==> src/rtl/sqal_regs.svh <==
// Register offsets, field positions, reset values and timing counts.
`ifndef SQAL_REGS_SVH
`define SQAL_REGS_SVH
`define SQAL_LEVEL_W 12
`define SQAL_HEIGHT_W 16
`define SQAL_X_W 8
`define SQAL_SD_W 25
`define SQAL_ADDR_W 8
`define SQAL_DATA_W 32
`define SQAL_REG_CTRL 8'h00
`define SQAL_REG_GAIN 8'h04
`define SQAL_REG_SWPT 8'h08
`define SQAL_REG_FOV 8'h0C
`define SQAL_REG_STATUS 8'h10
`define SQAL_REG_HEIGHT 8'h14
`define SQAL_REG_STDEV 8'h18
`define SQAL_REG_IRQ_STAT 8'h1C
`define SQAL_REG_IRQ_MASK 8'h20
`define SQAL_CTRL_W 2
`define SQAL_CTRL_SER_EN 0
`define SQAL_CTRL_SER_NOOBJ 1
`define SQAL_FOV_L_LSB 0
`define SQAL_FOV_R_LSB 8
`define SQAL_IRQ_W 4
`define SQAL_IRQ_MEAS 0
`define SQAL_IRQ_QUAL 1
`define SQAL_IRQ_ALARM 2
`define SQAL_IRQ_SD 3
`define SQAL_RST_CTRL 2'h0
`define SQAL_RST_GAIN 12'h100
`define SQAL_RST_SWPT 16'h8000
`define SQAL_RST_FOV_L 8'h00
`define SQAL_RST_FOV_R 8'hFF
`define SQAL_RST_MASK 4'h0
`define SQAL_CLK_HZ 100000000
`define SQAL_CLK_NS 10
`define SQAL_BLINK_HZ 8
`define SQAL_BLINK_HALF_CYC (`SQAL_CLK_HZ / (2 * `SQAL_BLINK_HZ))
`define SQAL_HOLD_LOW_NS 5000
`define SQAL_HOLD_LOW_CYC ((`SQAL_HOLD_LOW_NS + `SQAL_CLK_NS - 1) / `SQAL_CLK_NS)
`endif

==> src/rtl/sqal_pkg.sv <==
// Types shared by the signal quality alarm logic.
`include "sqal_regs.svh"
package sqal_pkg;
  typedef enum logic [1:0] {
    SQAL_Q_VALID = 2'h0,
    SQAL_Q_LOW = 2'h1,
    SQAL_Q_NONE = 2'h2
  } sqal_qual_t;
  typedef enum logic [3:0] {
    ST_IDLE = 4'h1,
    ST_MEAS = 4'h2,
    ST_EVAL = 4'h4,
    ST_HOLD = 4'h8
  } sqal_state_t;
  typedef enum logic [2:0] {
    SD_ACC = 3'h1,
    SD_VAR = 3'h2,
    SD_ROOT = 3'h4
  } sqal_sd_state_t;
  typedef struct packed {
    logic done;
    logic object;
    logic [`SQAL_LEVEL_W-1:0] level;
    logic [`SQAL_HEIGHT_W-1:0] height;
  } sqal_meas_t;
  typedef struct packed {
    logic valid;
    logic last;
    logic [`SQAL_X_W-1:0] x;
    logic [`SQAL_HEIGHT_W-1:0] height;
  } sqal_point_t;
  typedef struct packed {
    logic wr;
    logic rd;
    logic [`SQAL_ADDR_W-1:0] addr;
    logic [`SQAL_DATA_W-1:0] wdata;
  } sqal_bus_req_t;
  typedef struct packed {
    logic valid;
    logic [`SQAL_ADDR_W-1:0] addr;
    logic [`SQAL_DATA_W-1:0] data;
  } sqal_nvm_t;
endpackage

==> src/rtl/sqal_sync.sv <==
// Three-stage synchroniser for a pin level.
`timescale 1ns/1ps
`default_nettype none
module sqal_sync
(
  // Clock and reset.
  input wire logic clk_sys_in,
  input wire logic sys_rst_in,
  // Pin and synchronised level.
  input wire logic pin_in,
  output logic level_out
);
  logic meta_ff;
  logic s2_ff;
  logic s3_ff;
  logic level_ff;

  // A change is taken only once stages two and three agree.
  always_ff @(posedge clk_sys_in)
  begin
    if (sys_rst_in)
    begin
      meta_ff <= 1'b0;
      s2_ff <= 1'b0;
      s3_ff <= 1'b0;
      level_ff <= 1'b0;
    end
    else
    begin
      meta_ff <= pin_in;
      s2_ff <= meta_ff;
      s3_ff <= s2_ff;
      if (s2_ff == s3_ff)
        level_ff <= s3_ff;
    end
  end

  assign level_out = level_ff;
endmodule
`default_nettype wire

==> src/rtl/sqal_stddev.sv <==
// Height dispersion over the profile points inside the field of view.
`timescale 1ns/1ps
`default_nettype none
`include "sqal_regs.svh"
module sqal_stddev
  import sqal_pkg::*;
(
  // Clock and reset.
  input wire logic clk_sys_in,
  input wire logic sys_rst_in,
  // Profile points and field of view.
  input wire sqal_point_t point_in,
  input wire logic [`SQAL_X_W-1:0] fov_left_in,
  input wire logic [`SQAL_X_W-1:0] fov_right_in,
  // Result: count times sigma.
  output logic [`SQAL_SD_W-1:0] sd_out,
  output logic done_out
);
  localparam int HW = `SQAL_HEIGHT_W;
  localparam int XW = `SQAL_X_W;
  localparam int SW = `SQAL_SD_W;
  localparam int VW = 2 * SW;
  localparam int CW = XW + 1;
  localparam int SUMW = HW + XW;
  localparam int SQW = 2 * HW + XW;
  sqal_sd_state_t st_ff;
  logic [CW-1:0] cnt_ff;
  logic [SUMW-1:0] sum_ff;
  logic [SQW-1:0] sumsq_ff;
  logic [VW-1:0] val_ff;
  // The remainder can reach twice the root, so it keeps one extra bit.
  logic [SW:0] rem_ff;
  logic [SW-1:0] root_ff;
  logic [4:0] it_ff;
  logic [SW-1:0] sd_ff;
  logic done_ff;

  // Every point of the configured field counts, none is sampled out.
  wire in_fov = point_in.valid && (point_in.x >= fov_left_in)
    && (point_in.x <= fov_right_in);
  wire take = (st_ff == SD_ACC) && in_fov;
  wire [CW-1:0] nxt_cnt = take ? cnt_ff + CW'(1) : cnt_ff;
  wire [SUMW-1:0] nxt_sum = take ? sum_ff + SUMW'(point_in.height) : sum_ff;
  wire [SQW-1:0] nxt_sumsq = take ? sumsq_ff
    + SQW'(point_in.height) * SQW'(point_in.height) : sumsq_ff;
  // n*n*variance = n*sum(h*h) - sum(h)^2, kept integer to avoid a divider.
  wire [VW-1:0] var_n2 = VW'(cnt_ff) * VW'(sumsq_ff)
    - VW'(sum_ff) * VW'(sum_ff);
  wire [SW+2:0] rem_sh = {rem_ff, val_ff[VW-1 -: 2]};
  wire [SW+2:0] trial = {1'b0, root_ff, 2'b01};
  wire fits = rem_sh >= trial;
  wire [SW+2:0] rem_nx = fits ? rem_sh - trial : rem_sh;
  wire [SW-1:0] root_nx = {root_ff[SW-2:0], fits};

  always_ff @(posedge clk_sys_in)
  begin
    if (sys_rst_in)
    begin
      st_ff <= SD_ACC;
      cnt_ff <= '0;
      sum_ff <= '0;
      sumsq_ff <= '0;
      val_ff <= '0;
      rem_ff <= '0;
      root_ff <= '0;
      it_ff <= '0;
      sd_ff <= '0;
      done_ff <= 1'b0;
    end
    else
    begin
      done_ff <= 1'b0;
      unique case (st_ff)
        SD_ACC:
        begin
          cnt_ff <= nxt_cnt;
          sum_ff <= nxt_sum;
          sumsq_ff <= nxt_sumsq;
          if (point_in.valid && point_in.last)
            st_ff <= SD_VAR;
        end
        SD_VAR:
        begin
          val_ff <= var_n2;
          rem_ff <= '0;
          root_ff <= '0;
          it_ff <= '0;
          cnt_ff <= '0;
          sum_ff <= '0;
          sumsq_ff <= '0;
          st_ff <= SD_ROOT;
        end
        SD_ROOT:
        begin
          val_ff <= {val_ff[VW-3:0], 2'b00};
          rem_ff <= rem_nx[SW:0];
          root_ff <= root_nx;
          it_ff <= it_ff + 5'h1;
          if (it_ff == 5'(SW - 1))
          begin
            sd_ff <= root_nx;
            done_ff <= 1'b1;
            st_ff <= SD_ACC;
          end
        end
      endcase
    end
  end

  assign sd_out = sd_ff;
  assign done_out = done_ff;
endmodule
`default_nettype wire

==> src/rtl/sqal_top.sv <==
// Signal quality alarm logic: measurement sequencing and output control.
`timescale 1ns/1ps
`default_nettype none
`include "sqal_regs.svh"
// Notes on behaviour
// - Signal level is compared with the gain threshold every measurement.
// - Level below threshold with an object blinks the red lamp; the alarm stays low.
// - Object but weak signal: lamp blinks 8 Hz, pin low, low-signal code.
// - No object: lamp steady on, alarm pin high, no-signal code.
// - Alarm has no adjustable settings; fires on no object only, not on weak gain.
// - Alarm pin is push-pull, asserted high.
// - No hysteresis; alarm state may change every measurement.
// - Serial mode disables the alarm, switch and analog outputs or drives them as for no object.
// - Without an object the last measurement with an object, weak or valid, stays on the outputs.
// - While outputs are frozen for lack of object, alarm pin stays high unless serial mode silences the outputs.
// - Each configuration change from software is written to non-volatile storage; reloads from the store are not.
// - Height deviation covers every profile point in the field of view.
// - New measurement only while hold input is low; started ones finish.
module sqal_top
  import sqal_pkg::*;
#(
  parameter int unsigned BLINK_HALF_CYC = `SQAL_BLINK_HALF_CYC,
  parameter int unsigned HOLD_LOW_CYC = `SQAL_HOLD_LOW_CYC
)
(
  // Clock and reset.
  input wire logic clk_sys_in,
  input wire logic sys_rst_in,
  // Register port.
  input wire sqal_bus_req_t reg_req_in,
  output logic [`SQAL_DATA_W-1:0] reg_rdata_out,
  // Measurement front end.
  output logic meas_start_out,
  input wire sqal_meas_t meas_in,
  input wire sqal_point_t point_in,
  // Hold pin from the controller.
  input wire logic hold_pin_in,
  // Configuration store.
  output sqal_nvm_t nvm_store_out,
  input wire sqal_nvm_t nvm_load_in,
  // Sensor outputs.
  output logic alarm_pin_out,
  output logic led_red_out,
  output logic switch_out,
  output logic [`SQAL_HEIGHT_W-1:0] analog_out,
  output sqal_qual_t quality_out,
  output logic irq_out
);
  localparam int BW = $clog2(BLINK_HALF_CYC + 1);
  localparam int HLW = $clog2(HOLD_LOW_CYC + 1);
  localparam int IW = `SQAL_IRQ_W;

  sqal_state_t st_ff;
  sqal_state_t nxt_st;
  sqal_meas_t smp_ff;
  sqal_qual_t qual_ff;
  sqal_nvm_t nvm_ff;
  logic [`SQAL_CTRL_W-1:0] ctrl_ff;
  logic [`SQAL_LEVEL_W-1:0] gain_ff;
  logic [`SQAL_HEIGHT_W-1:0] swpt_ff;
  logic [`SQAL_X_W-1:0] fov_l_ff;
  logic [`SQAL_X_W-1:0] fov_r_ff;
  logic [IW-1:0] mask_ff;
  logic [IW-1:0] irq_stat_ff;
  logic [`SQAL_HEIGHT_W-1:0] height_ff;
  logic alarm_ff;
  logic switch_ff;
  logic [BW-1:0] blink_cnt_ff;
  logic blink_ff;
  logic [HLW-1:0] hold_cnt_ff;
  logic [HLW-1:0] nxt_hold_cnt;
  logic [`SQAL_DATA_W-1:0] rdata_ff;
  logic alarm_pin_ff;
  logic led_ff;
  logic switch_out_ff;
  logic [`SQAL_HEIGHT_W-1:0] analog_ff;
  logic hold_lvl;
  logic [`SQAL_SD_W-1:0] sd_val;
  logic sd_done;

  sqal_sync u_hold_sync (
    .clk_sys_in(clk_sys_in),
    .sys_rst_in(sys_rst_in),
    .pin_in(hold_pin_in),
    .level_out(hold_lvl)
  );

  sqal_stddev u_stddev (
    .clk_sys_in(clk_sys_in),
    .sys_rst_in(sys_rst_in),
    .point_in(point_in),
    .fov_left_in(fov_l_ff),
    .fov_right_in(fov_r_ff),
    .sd_out(sd_val),
    .done_out(sd_done)
  );

  // Configuration writes come from software or from the store at power-up.
  wire cfg_we = reg_req_in.wr | nvm_load_in.valid;
  wire [`SQAL_ADDR_W-1:0] cfg_addr = reg_req_in.wr ? reg_req_in.addr
    : nvm_load_in.addr;
  wire [`SQAL_DATA_W-1:0] cfg_data = reg_req_in.wr ? reg_req_in.wdata
    : nvm_load_in.data;
  wire we_ctrl = cfg_we && (cfg_addr == `SQAL_REG_CTRL);
  wire we_gain = cfg_we && (cfg_addr == `SQAL_REG_GAIN);
  wire we_swpt = cfg_we && (cfg_addr == `SQAL_REG_SWPT);
  wire we_fov = cfg_we && (cfg_addr == `SQAL_REG_FOV);
  wire we_mask = reg_req_in.wr && (reg_req_in.addr == `SQAL_REG_IRQ_MASK);
  wire cfg_hit = we_ctrl | we_gain | we_swpt | we_fov;
  wire rd_irq = reg_req_in.rd && (reg_req_in.addr == `SQAL_REG_IRQ_STAT);

  wire ser_en = ctrl_ff[`SQAL_CTRL_SER_EN];
  wire ser_noobj = ctrl_ff[`SQAL_CTRL_SER_NOOBJ];
  wire ser_off = ser_en && !ser_noobj;

  // The comparison is a plain threshold, tunable only through the gain register.
  wire gain_ok = smp_ff.level >= gain_ff;
  wire sqal_qual_t eval_qual = !smp_ff.object ? SQAL_Q_NONE
    : (gain_ok ? SQAL_Q_VALID : SQAL_Q_LOW);
  wire is_eval = st_ff == ST_EVAL;
  wire [IW-1:0] irq_ev;
  assign irq_ev[`SQAL_IRQ_MEAS] = is_eval;
  assign irq_ev[`SQAL_IRQ_QUAL] = is_eval && (eval_qual != qual_ff);
  assign irq_ev[`SQAL_IRQ_ALARM] = is_eval && !smp_ff.object && !alarm_ff;
  assign irq_ev[`SQAL_IRQ_SD] = sd_done;

  // Lamp: off when valid, blinking when weak, steady when nothing seen.
  wire nxt_led = (qual_ff == SQAL_Q_NONE) ? 1'b1
    : ((qual_ff == SQAL_Q_LOW) ? blink_ff : 1'b0);
  // Serial mode either silences the alarm, switch and analog outputs or mimics the no-object state.
  wire nxt_alarm_pin = ser_en ? ser_noobj : alarm_ff;
  wire [`SQAL_HEIGHT_W-1:0] nxt_analog = ser_off ? '0 : height_ff;
  wire nxt_switch = ser_off ? 1'b0 : switch_ff;
  wire blink_wrap = blink_cnt_ff == BW'(BLINK_HALF_CYC - 1);

  wire [`SQAL_DATA_W-1:0] status_word = {{(`SQAL_DATA_W - 5){1'b0}},
    led_ff, hold_lvl, alarm_ff, qual_ff};
  wire [`SQAL_DATA_W-1:0] rd_mux =
    (reg_req_in.addr == `SQAL_REG_CTRL) ? `SQAL_DATA_W'(ctrl_ff)
    : (reg_req_in.addr == `SQAL_REG_GAIN) ? `SQAL_DATA_W'(gain_ff)
    : (reg_req_in.addr == `SQAL_REG_SWPT) ? `SQAL_DATA_W'(swpt_ff)
    : (reg_req_in.addr == `SQAL_REG_FOV) ? `SQAL_DATA_W'({fov_r_ff, fov_l_ff})
    : (reg_req_in.addr == `SQAL_REG_STATUS) ? status_word
    : (reg_req_in.addr == `SQAL_REG_HEIGHT) ? `SQAL_DATA_W'(height_ff)
    : (reg_req_in.addr == `SQAL_REG_STDEV) ? `SQAL_DATA_W'(sd_val)
    : (reg_req_in.addr == `SQAL_REG_IRQ_STAT) ? `SQAL_DATA_W'(irq_stat_ff)
    : (reg_req_in.addr == `SQAL_REG_IRQ_MASK) ? `SQAL_DATA_W'(mask_ff)
    : '0;

  // Hold is sampled only before a new exposure; a running one finishes.
  always_comb
  begin
    nxt_st = st_ff;
    nxt_hold_cnt = '0;
    unique case (st_ff)
      ST_IDLE:
        nxt_st = hold_lvl ? ST_HOLD : ST_MEAS;
      ST_MEAS:
        if (meas_in.done)
          nxt_st = ST_EVAL;
      ST_EVAL:
        nxt_st = ST_IDLE;
      ST_HOLD:
      begin
        // The pin must stay low for the minimum time before restarting.
        if (!hold_lvl)
          nxt_hold_cnt = hold_cnt_ff + HLW'(1);
        if (!hold_lvl && (hold_cnt_ff == HLW'(HOLD_LOW_CYC - 1)))
          nxt_st = ST_IDLE;
      end
    endcase
  end

  assign meas_start_out = (st_ff == ST_IDLE) && !hold_lvl;

  always_ff @(posedge clk_sys_in)
  begin
    if (sys_rst_in)
    begin
      st_ff <= ST_IDLE;
      hold_cnt_ff <= '0;
      smp_ff <= '0;
    end
    else
    begin
      st_ff <= nxt_st;
      hold_cnt_ff <= nxt_hold_cnt;
      if ((st_ff == ST_MEAS) && meas_in.done)
        smp_ff <= meas_in;
    end
  end

  always_ff @(posedge clk_sys_in)
  begin
    if (sys_rst_in)
    begin
      ctrl_ff <= `SQAL_RST_CTRL;
      gain_ff <= `SQAL_RST_GAIN;
      swpt_ff <= `SQAL_RST_SWPT;
      fov_l_ff <= `SQAL_RST_FOV_L;
      fov_r_ff <= `SQAL_RST_FOV_R;
      mask_ff <= `SQAL_RST_MASK;
      nvm_ff <= '0;
    end
    else
    begin
      if (we_ctrl)
        ctrl_ff <= cfg_data[`SQAL_CTRL_W-1:0];
      if (we_gain)
        gain_ff <= cfg_data[`SQAL_LEVEL_W-1:0];
      if (we_swpt)
        swpt_ff <= cfg_data[`SQAL_HEIGHT_W-1:0];
      if (we_fov)
      begin
        fov_l_ff <= cfg_data[`SQAL_FOV_L_LSB +: `SQAL_X_W];
        fov_r_ff <= cfg_data[`SQAL_FOV_R_LSB +: `SQAL_X_W];
      end
      if (we_mask)
        mask_ff <= reg_req_in.wdata[IW-1:0];
      // Software changes are mirrored to the store; reloads are not echoed.
      nvm_ff.valid <= reg_req_in.wr && cfg_hit;
      nvm_ff.addr <= reg_req_in.addr;
      nvm_ff.data <= reg_req_in.wdata;
    end
  end

  // Outputs move only at evaluation; with no object the old value stays.
  always_ff @(posedge clk_sys_in)
  begin
    if (sys_rst_in)
    begin
      qual_ff <= SQAL_Q_NONE;
      alarm_ff <= 1'b1;
      height_ff <= '0;
      switch_ff <= 1'b0;
    end
    else if (is_eval)
    begin
      qual_ff <= eval_qual;
      alarm_ff <= !smp_ff.object;
      if (smp_ff.object)
      begin
        height_ff <= smp_ff.height;
        switch_ff <= smp_ff.height >= swpt_ff;
      end
    end
  end

  always_ff @(posedge clk_sys_in)
  begin
    if (sys_rst_in)
    begin
      blink_cnt_ff <= '0;
      blink_ff <= 1'b0;
    end
    else
    begin
      blink_cnt_ff <= blink_wrap ? '0 : blink_cnt_ff + BW'(1);
      if (blink_wrap)
        blink_ff <= !blink_ff;
    end
  end

  // The status bit set by an event wins over the clear of a read.
  always_ff @(posedge clk_sys_in)
  begin
    if (sys_rst_in)
    begin
      irq_stat_ff <= '0;
      rdata_ff <= '0;
    end
    else
    begin
      irq_stat_ff <= (irq_stat_ff & ~{IW{rd_irq}}) | irq_ev;
      rdata_ff <= reg_req_in.rd ? rd_mux : '0;
    end
  end

  always_ff @(posedge clk_sys_in)
  begin
    if (sys_rst_in)
    begin
      alarm_pin_ff <= 1'b0;
      led_ff <= 1'b0;
      switch_out_ff <= 1'b0;
      analog_ff <= '0;
    end
    else
    begin
      alarm_pin_ff <= nxt_alarm_pin;
      led_ff <= nxt_led;
      switch_out_ff <= nxt_switch;
      analog_ff <= nxt_analog;
    end
  end

  // Push-pull drive: the pin is always driven, high means alarm.
  assign alarm_pin_out = alarm_pin_ff;
  assign led_red_out = led_ff;
  assign switch_out = switch_out_ff;
  assign analog_out = analog_ff;
  assign quality_out = qual_ff;
  assign reg_rdata_out = rdata_ff;
  assign nvm_store_out = nvm_ff;
  assign irq_out = |(irq_stat_ff & mask_ff);
endmodule
`default_nettype wire

==> config.mk <==
export PLATFORM = sky130hd
export DESIGN_NAME = sqal_top
export DESIGN_NICKNAME = d
export VERILOG_FILES = /design/src/rtl/sqal_pkg.sv /design/src/rtl/sqal_sync.sv /design/src/rtl/sqal_stddev.sv /design/src/rtl/sqal_top.sv
export VERILOG_INCLUDE_DIRS = /design/src /design/src/rtl
export SDC_FILE = /design/constraint.sdc
export NUM_CORES = 2
export LEC_CHECK = 0
export BUFFER_PORTS_ARGS = -buffer_cell sky130_fd_sc_hd__buf_4
export CORE_MARGIN = 2
export CORE_UTILIZATION = 25
export CTS_BUF_LIST = sky130_fd_sc_hd__clkbuf_8
export DETAILED_ROUTE_END_ITERATION = 7
export HOLD_SLACK_MARGIN = 0.08
export PLACE_DENSITY = 0.41
export SYNTH_ARGS = -nofsm -noshare
export SYNTH_HDL_FRONTEND = slang
export SYNTH_SLANG_ARGS = --single-unit
==> constraint.sdc <==
create_clock -name clk_sys_in -period 13.3 [get_ports clk_sys_in]
set_input_delay 3.325 -clock clk_sys_in [delete_from_list [all_inputs] [get_ports clk_sys_in]]
set_output_delay 3.325 -clock clk_sys_in [all_outputs]
set_load 0.03 [all_outputs]
==> flow_summary.json <==
{
  "number_of_global_route_vias_before_repair": 44800,
  "yosys.area.top_type_share": 0.355,
  "status": "complete, but fails checks",
  "core_area_mm2": 0.222,
  "mappedNetlistArea_mm2": 0.0559,
  "largest_net_degree_at_the_start_of_global_routing": 129,
  "slew_violations": 0,
  "avg_synthesized_cell_area_um2": 8.91,
  "fraction_of_the_mapped_netlist_area_in_compound_gates": 0.0975,
  "clock_latency_ns": 0.82,
  "buffer_ports.inserted": 214,
  "clkSlewWorstSetupHoldPaths_ns": 0.06,
  "worstSetupPathType": "flop to flop",
  "flow.area_growth_from_synthesis_pct": 11.9,
  "drc": 4,
  "numCtsBuffers": 89,
  "post-dp-hpwl_mm": 132,
  "unrepaired_setup_endpoints_after_global_routing": "no",
  "routabilityCongestion": 0.832,
  "cts_tree": "yes",
  "drt-pass1-iter-count": 8,
  "synthAdderAreaFrac": 0.455,
  "wl_per_cell_um": 17.6,
  "grt_antenna_before_repair": 4,
  "critical_path_buf_inv_count": 5,
  "die-width_um": 477,
  "powerDensity_mw_per_mm2": 149,
  "timing.critical_path.required_ns": 13.97,
  "clock_sink_count": 436,
  "ys_warn_count": 0,
  "max_slew.worst_pin.slew_ns": 1.11,
  "final_sum_of_negative_setup_slack_ns": 0,
  "holdCritPathClass": "flop to flop",
  "timing.final.crit_share": 0.716,
  "effective_utilization_at_floorplan": 0.252,
  "critical_path.startpoint_type": "flop",
  "dieArea_mm2": 0.227,
  "synthTopCellsByArea": "sky130_fd_sc_hd__fa_1 36%, sky130_fd_sc_hd__dfxtp_1 16%, sky130_fd_sc_hd__ha_1 10%",
  "clock_skew_ns": 0.0846,
  "ys_seq_area_frac": 0.156,
  "synth-simple-area-share": 0.145,
  "synthesis.instances": 6270,
  "timing.critical_path.mode_cell": "sky130_fd_sc_hd__fa_1",
  "finalHoldViolations": 0,
  "global_route_congestion_overflow_total": 0,
  "critical_path.slowest_cell": "sky130_fd_sc_hd__a31oi_1",
  "drive_above_1_share": 0.0711,
  "fp-row-count": 173,
  "post_cts_resized": 0,
  "h-tree-depth": 3,
  "cts_setup_buffers": 0,
  "ys.flop_type": "sky130_fd_sc_hd__dfxtp_1",
  "critical_path_arrival_ns": 10.19,
  "peakVddDrop_mv": 0.217,
  "cp_top_family": "adder cells",
  "die_y_um": 477,
  "synthDominantAreaCellType": "sky130_fd_sc_hd__fa_1",
  "synth-edff-count": 0,
  "cts-root-buf": "sky130_fd_sc_hd__clkbuf_8",
  "achievable-frequency_mhz": 105,
  "violations": "design-rule violations",
  "clock_tree.buffer_depth": 3,
  "final_net_count": 7929,
  "category_of_the_worst_setup_path_capture_point": "flop",
  "drt_wl_total_mm": 165,
  "yosys_register_bits": 436,
  "design.portCount": 238,
  "post-route-min-period_ns": 9.52,
  "report.final.setup_viol": 0,
  "synth_mux_area_frac": 0.00768,
  "fin_worst_hold_slack_ns": 0.424,
  "cp_max_fo": 20,
  "max_cap_viol_count": 0,
  "drt_antenna_net_count": 0,
  "grt_first_pass_wirelength_mm": 264,
  "iteration_0_drc_count_of_the_detailed_router": 2011,
  "synthArstFlopShare": 0,
  "synthXorXnorAreaFrac": 0.0251,
  "holdBufCountCts": 0,
  "dr_total_vias": 41200,
  "number_of_distinct_library_cells_after_synthesis": 93,
  "slowest_delay_ns": 0.75,
  "p_leak_nw": 27.7,
  "grt_util_all_layers": 0.149,
  "max-slew-margin-rel": 0.248,
  "drt-vias-per-instance": 4.38,
  "synth_top_family_by_area": "adder cells"
}
## layout by cell type (no fill, tap or decap), types with 26 or more instances in the layout
cell,count
sky130_fd_sc_hd__o21a_1,26
sky130_fd_sc_hd__clkbuf_8,106
sky130_fd_sc_hd__xnor2_1,99
sky130_fd_sc_hd__a21oi_1,241
sky130_fd_sc_hd__inv_1,1393
sky130_fd_sc_hd__buf_4,271
sky130_fd_sc_hd__nand2b_1,32
sky130_fd_sc_hd__xor2_1,61
sky130_fd_sc_hd__a21o_1,70
sky130_fd_sc_hd__a211oi_1,58
sky130_fd_sc_hd__nor2b_1,62
sky130_fd_sc_hd__a22oi_1,53
sky130_fd_sc_hd__a22o_1,52
sky130_fd_sc_hd__o21ai_0,136
sky130_fd_sc_hd__nand3_1,91
sky130_fd_sc_hd__mux2i_1,38
sky130_fd_sc_hd__and2_1,360
sky130_fd_sc_hd__nor2_1,303
sky130_fd_sc_hd__dfxtp_1,431
sky130_fd_sc_hd__fa_1,991
sky130_fd_sc_hd__ha_1,446
sky130_fd_sc_hd__nor3_1,40
sky130_fd_sc_hd__nand2_1,694
sky130_fd_sc_hd__a31oi_1,28
## layer usage
metal | share of wire | GRT usage
met5 | 0 | 0
met4 | 0.026 | 0.0381
met3 | 0.032 | 0.0149
met2 | 0.49 | 0.259
met1 | 0.45 | 0.198
## worst reg2reg max path, cell delays in order (launching register included)
cell and delay (ns):
sky130_fd_sc_hd__dfxtp_1 0.31, sky130_fd_sc_hd__buf_4 0.34, sky130_fd_sc_hd__clkinv_1 0.74, sky130_fd_sc_hd__nor2_1 0.49
sky130_fd_sc_hd__fa_1 0.51, sky130_fd_sc_hd__fa_1 0.54, sky130_fd_sc_hd__inv_1 0.07, sky130_fd_sc_hd__fa_1 0.48
sky130_fd_sc_hd__fa_1 0.58, sky130_fd_sc_hd__fa_1 0.43, sky130_fd_sc_hd__fa_1 0.53, sky130_fd_sc_hd__fa_1 0.51
sky130_fd_sc_hd__inv_1 0.05, sky130_fd_sc_hd__fa_1 0.47, sky130_fd_sc_hd__inv_1 0.04, sky130_fd_sc_hd__ha_1 0.37
sky130_fd_sc_hd__a21oi_1 0.23, sky130_fd_sc_hd__o21ai_0 0.25, sky130_fd_sc_hd__nor2_1 0.38, sky130_fd_sc_hd__nand2_1 0.10
sky130_fd_sc_hd__a31oi_1 0.75, sky130_fd_sc_hd__a31oi_1 0.37, sky130_fd_sc_hd__o31ai_2 0.41, sky130_fd_sc_hd__a21oi_1 0.14
sky130_fd_sc_hd__xnor2_1 0.17, sky130_fd_sc_hd__o22ai_1 0.10
## cell type report
type	count	area [um2]
Antenna cell	8	20.0
Clock buffer	106	1460
Clock inverter	49	488
Fill cell	24000	160000
Inverter	1371	5150
Multi-Input combinational cell	4180	40900
Sequential cell	436	8730
Tap cell	2975	3720
Timing Repair Buffer	272	2050
## through the flow
| stage | util | instances | area, um2 | power [mW] | setup slack (ns) |
|---|---|---|---|---|---|
| 2_1_floorplan | - | 6277 | 55900 | 6.20 | 4.37 |
| 3_3_place_gp | 0.273 | 9234 | 60600 | 7.80 | 3.02 |
| 3_5_place_dp | 0.273 | 9234 | 60600 | 7.79 | 3.02 |
| 4_1_cts | 0.281 | 9389 | 62500 | 9.45 | 3.93 |
| 5_1_grt | 0.281 | 9391 | 62500 | 10.4 | 3.37 |
| 6_report | 0.282 | 9397 | 62500 | 9.33 | 3.78 |
## where the power goes
part / switching, mW / total [mW] / internal [mW]
clock network: 0.700 / 1.57 / 0.871
logic: 3.69 / 6.21 / 2.52
registers: 0.148 / 1.55 / 1.40
## flip-flops by register name, summed over array words and instances (netlist names), 8 cells and up
register	count
u_stddev.rem_ff	26
u_stddev.cnt_ff	9
u_stddev.val_ff	50
nvm_store_out	41
height_ff	16
gain_ff	12
hold_cnt_ff	9
blink_cnt_ff	23
fov_r_ff	8
fov_l_ff	8
u_stddev.sum_ff	24
reg_rdata_out	25
analog_out	16
u_stddev.sd_out	25
swpt_ff	16
smp_ff	29
u_stddev.root_ff	25
u_stddev.sumsq_ff	40
## cell usage after synthesis (all sizes together) (92+ instances only)
cell type	count
xnor2	99
nor2	310
clkbuf	240
nand3	92
fa	991
nand2	694
dfxtp	436
and2	362
inv	1368
ha	446
a21oi	245
o21ai	147
## path summary, 6_finish.rpt
check	from	to	slack (ns)	cells after the start
worst min-delay path	u_hold_sync.s3_ff	u_hold_sync.level_out	0.42	2
worst max-delay path	u_stddev.sum_ff[16]	u_stddev.val_ff[45]	3.78	25
worst max register to register	u_stddev.sum_ff[16]	u_stddev.val_ff[45]	3.78	25
worst min register to register	u_hold_sync.s3_ff	u_hold_sync.level_out	0.42	2
## kinds of logic after synthesis
| group | Yosys count |
|---|---|
| flops | 436 |
| compound gates | 822 |
| mux | 42 |
| buf+inv | 1661 |
| simple gates | 1711 |
| fa+ha+maj | 1437 |
| xor+xnor | 160 |
| other cells | 1 |
(Power assumes the default switching activity.)
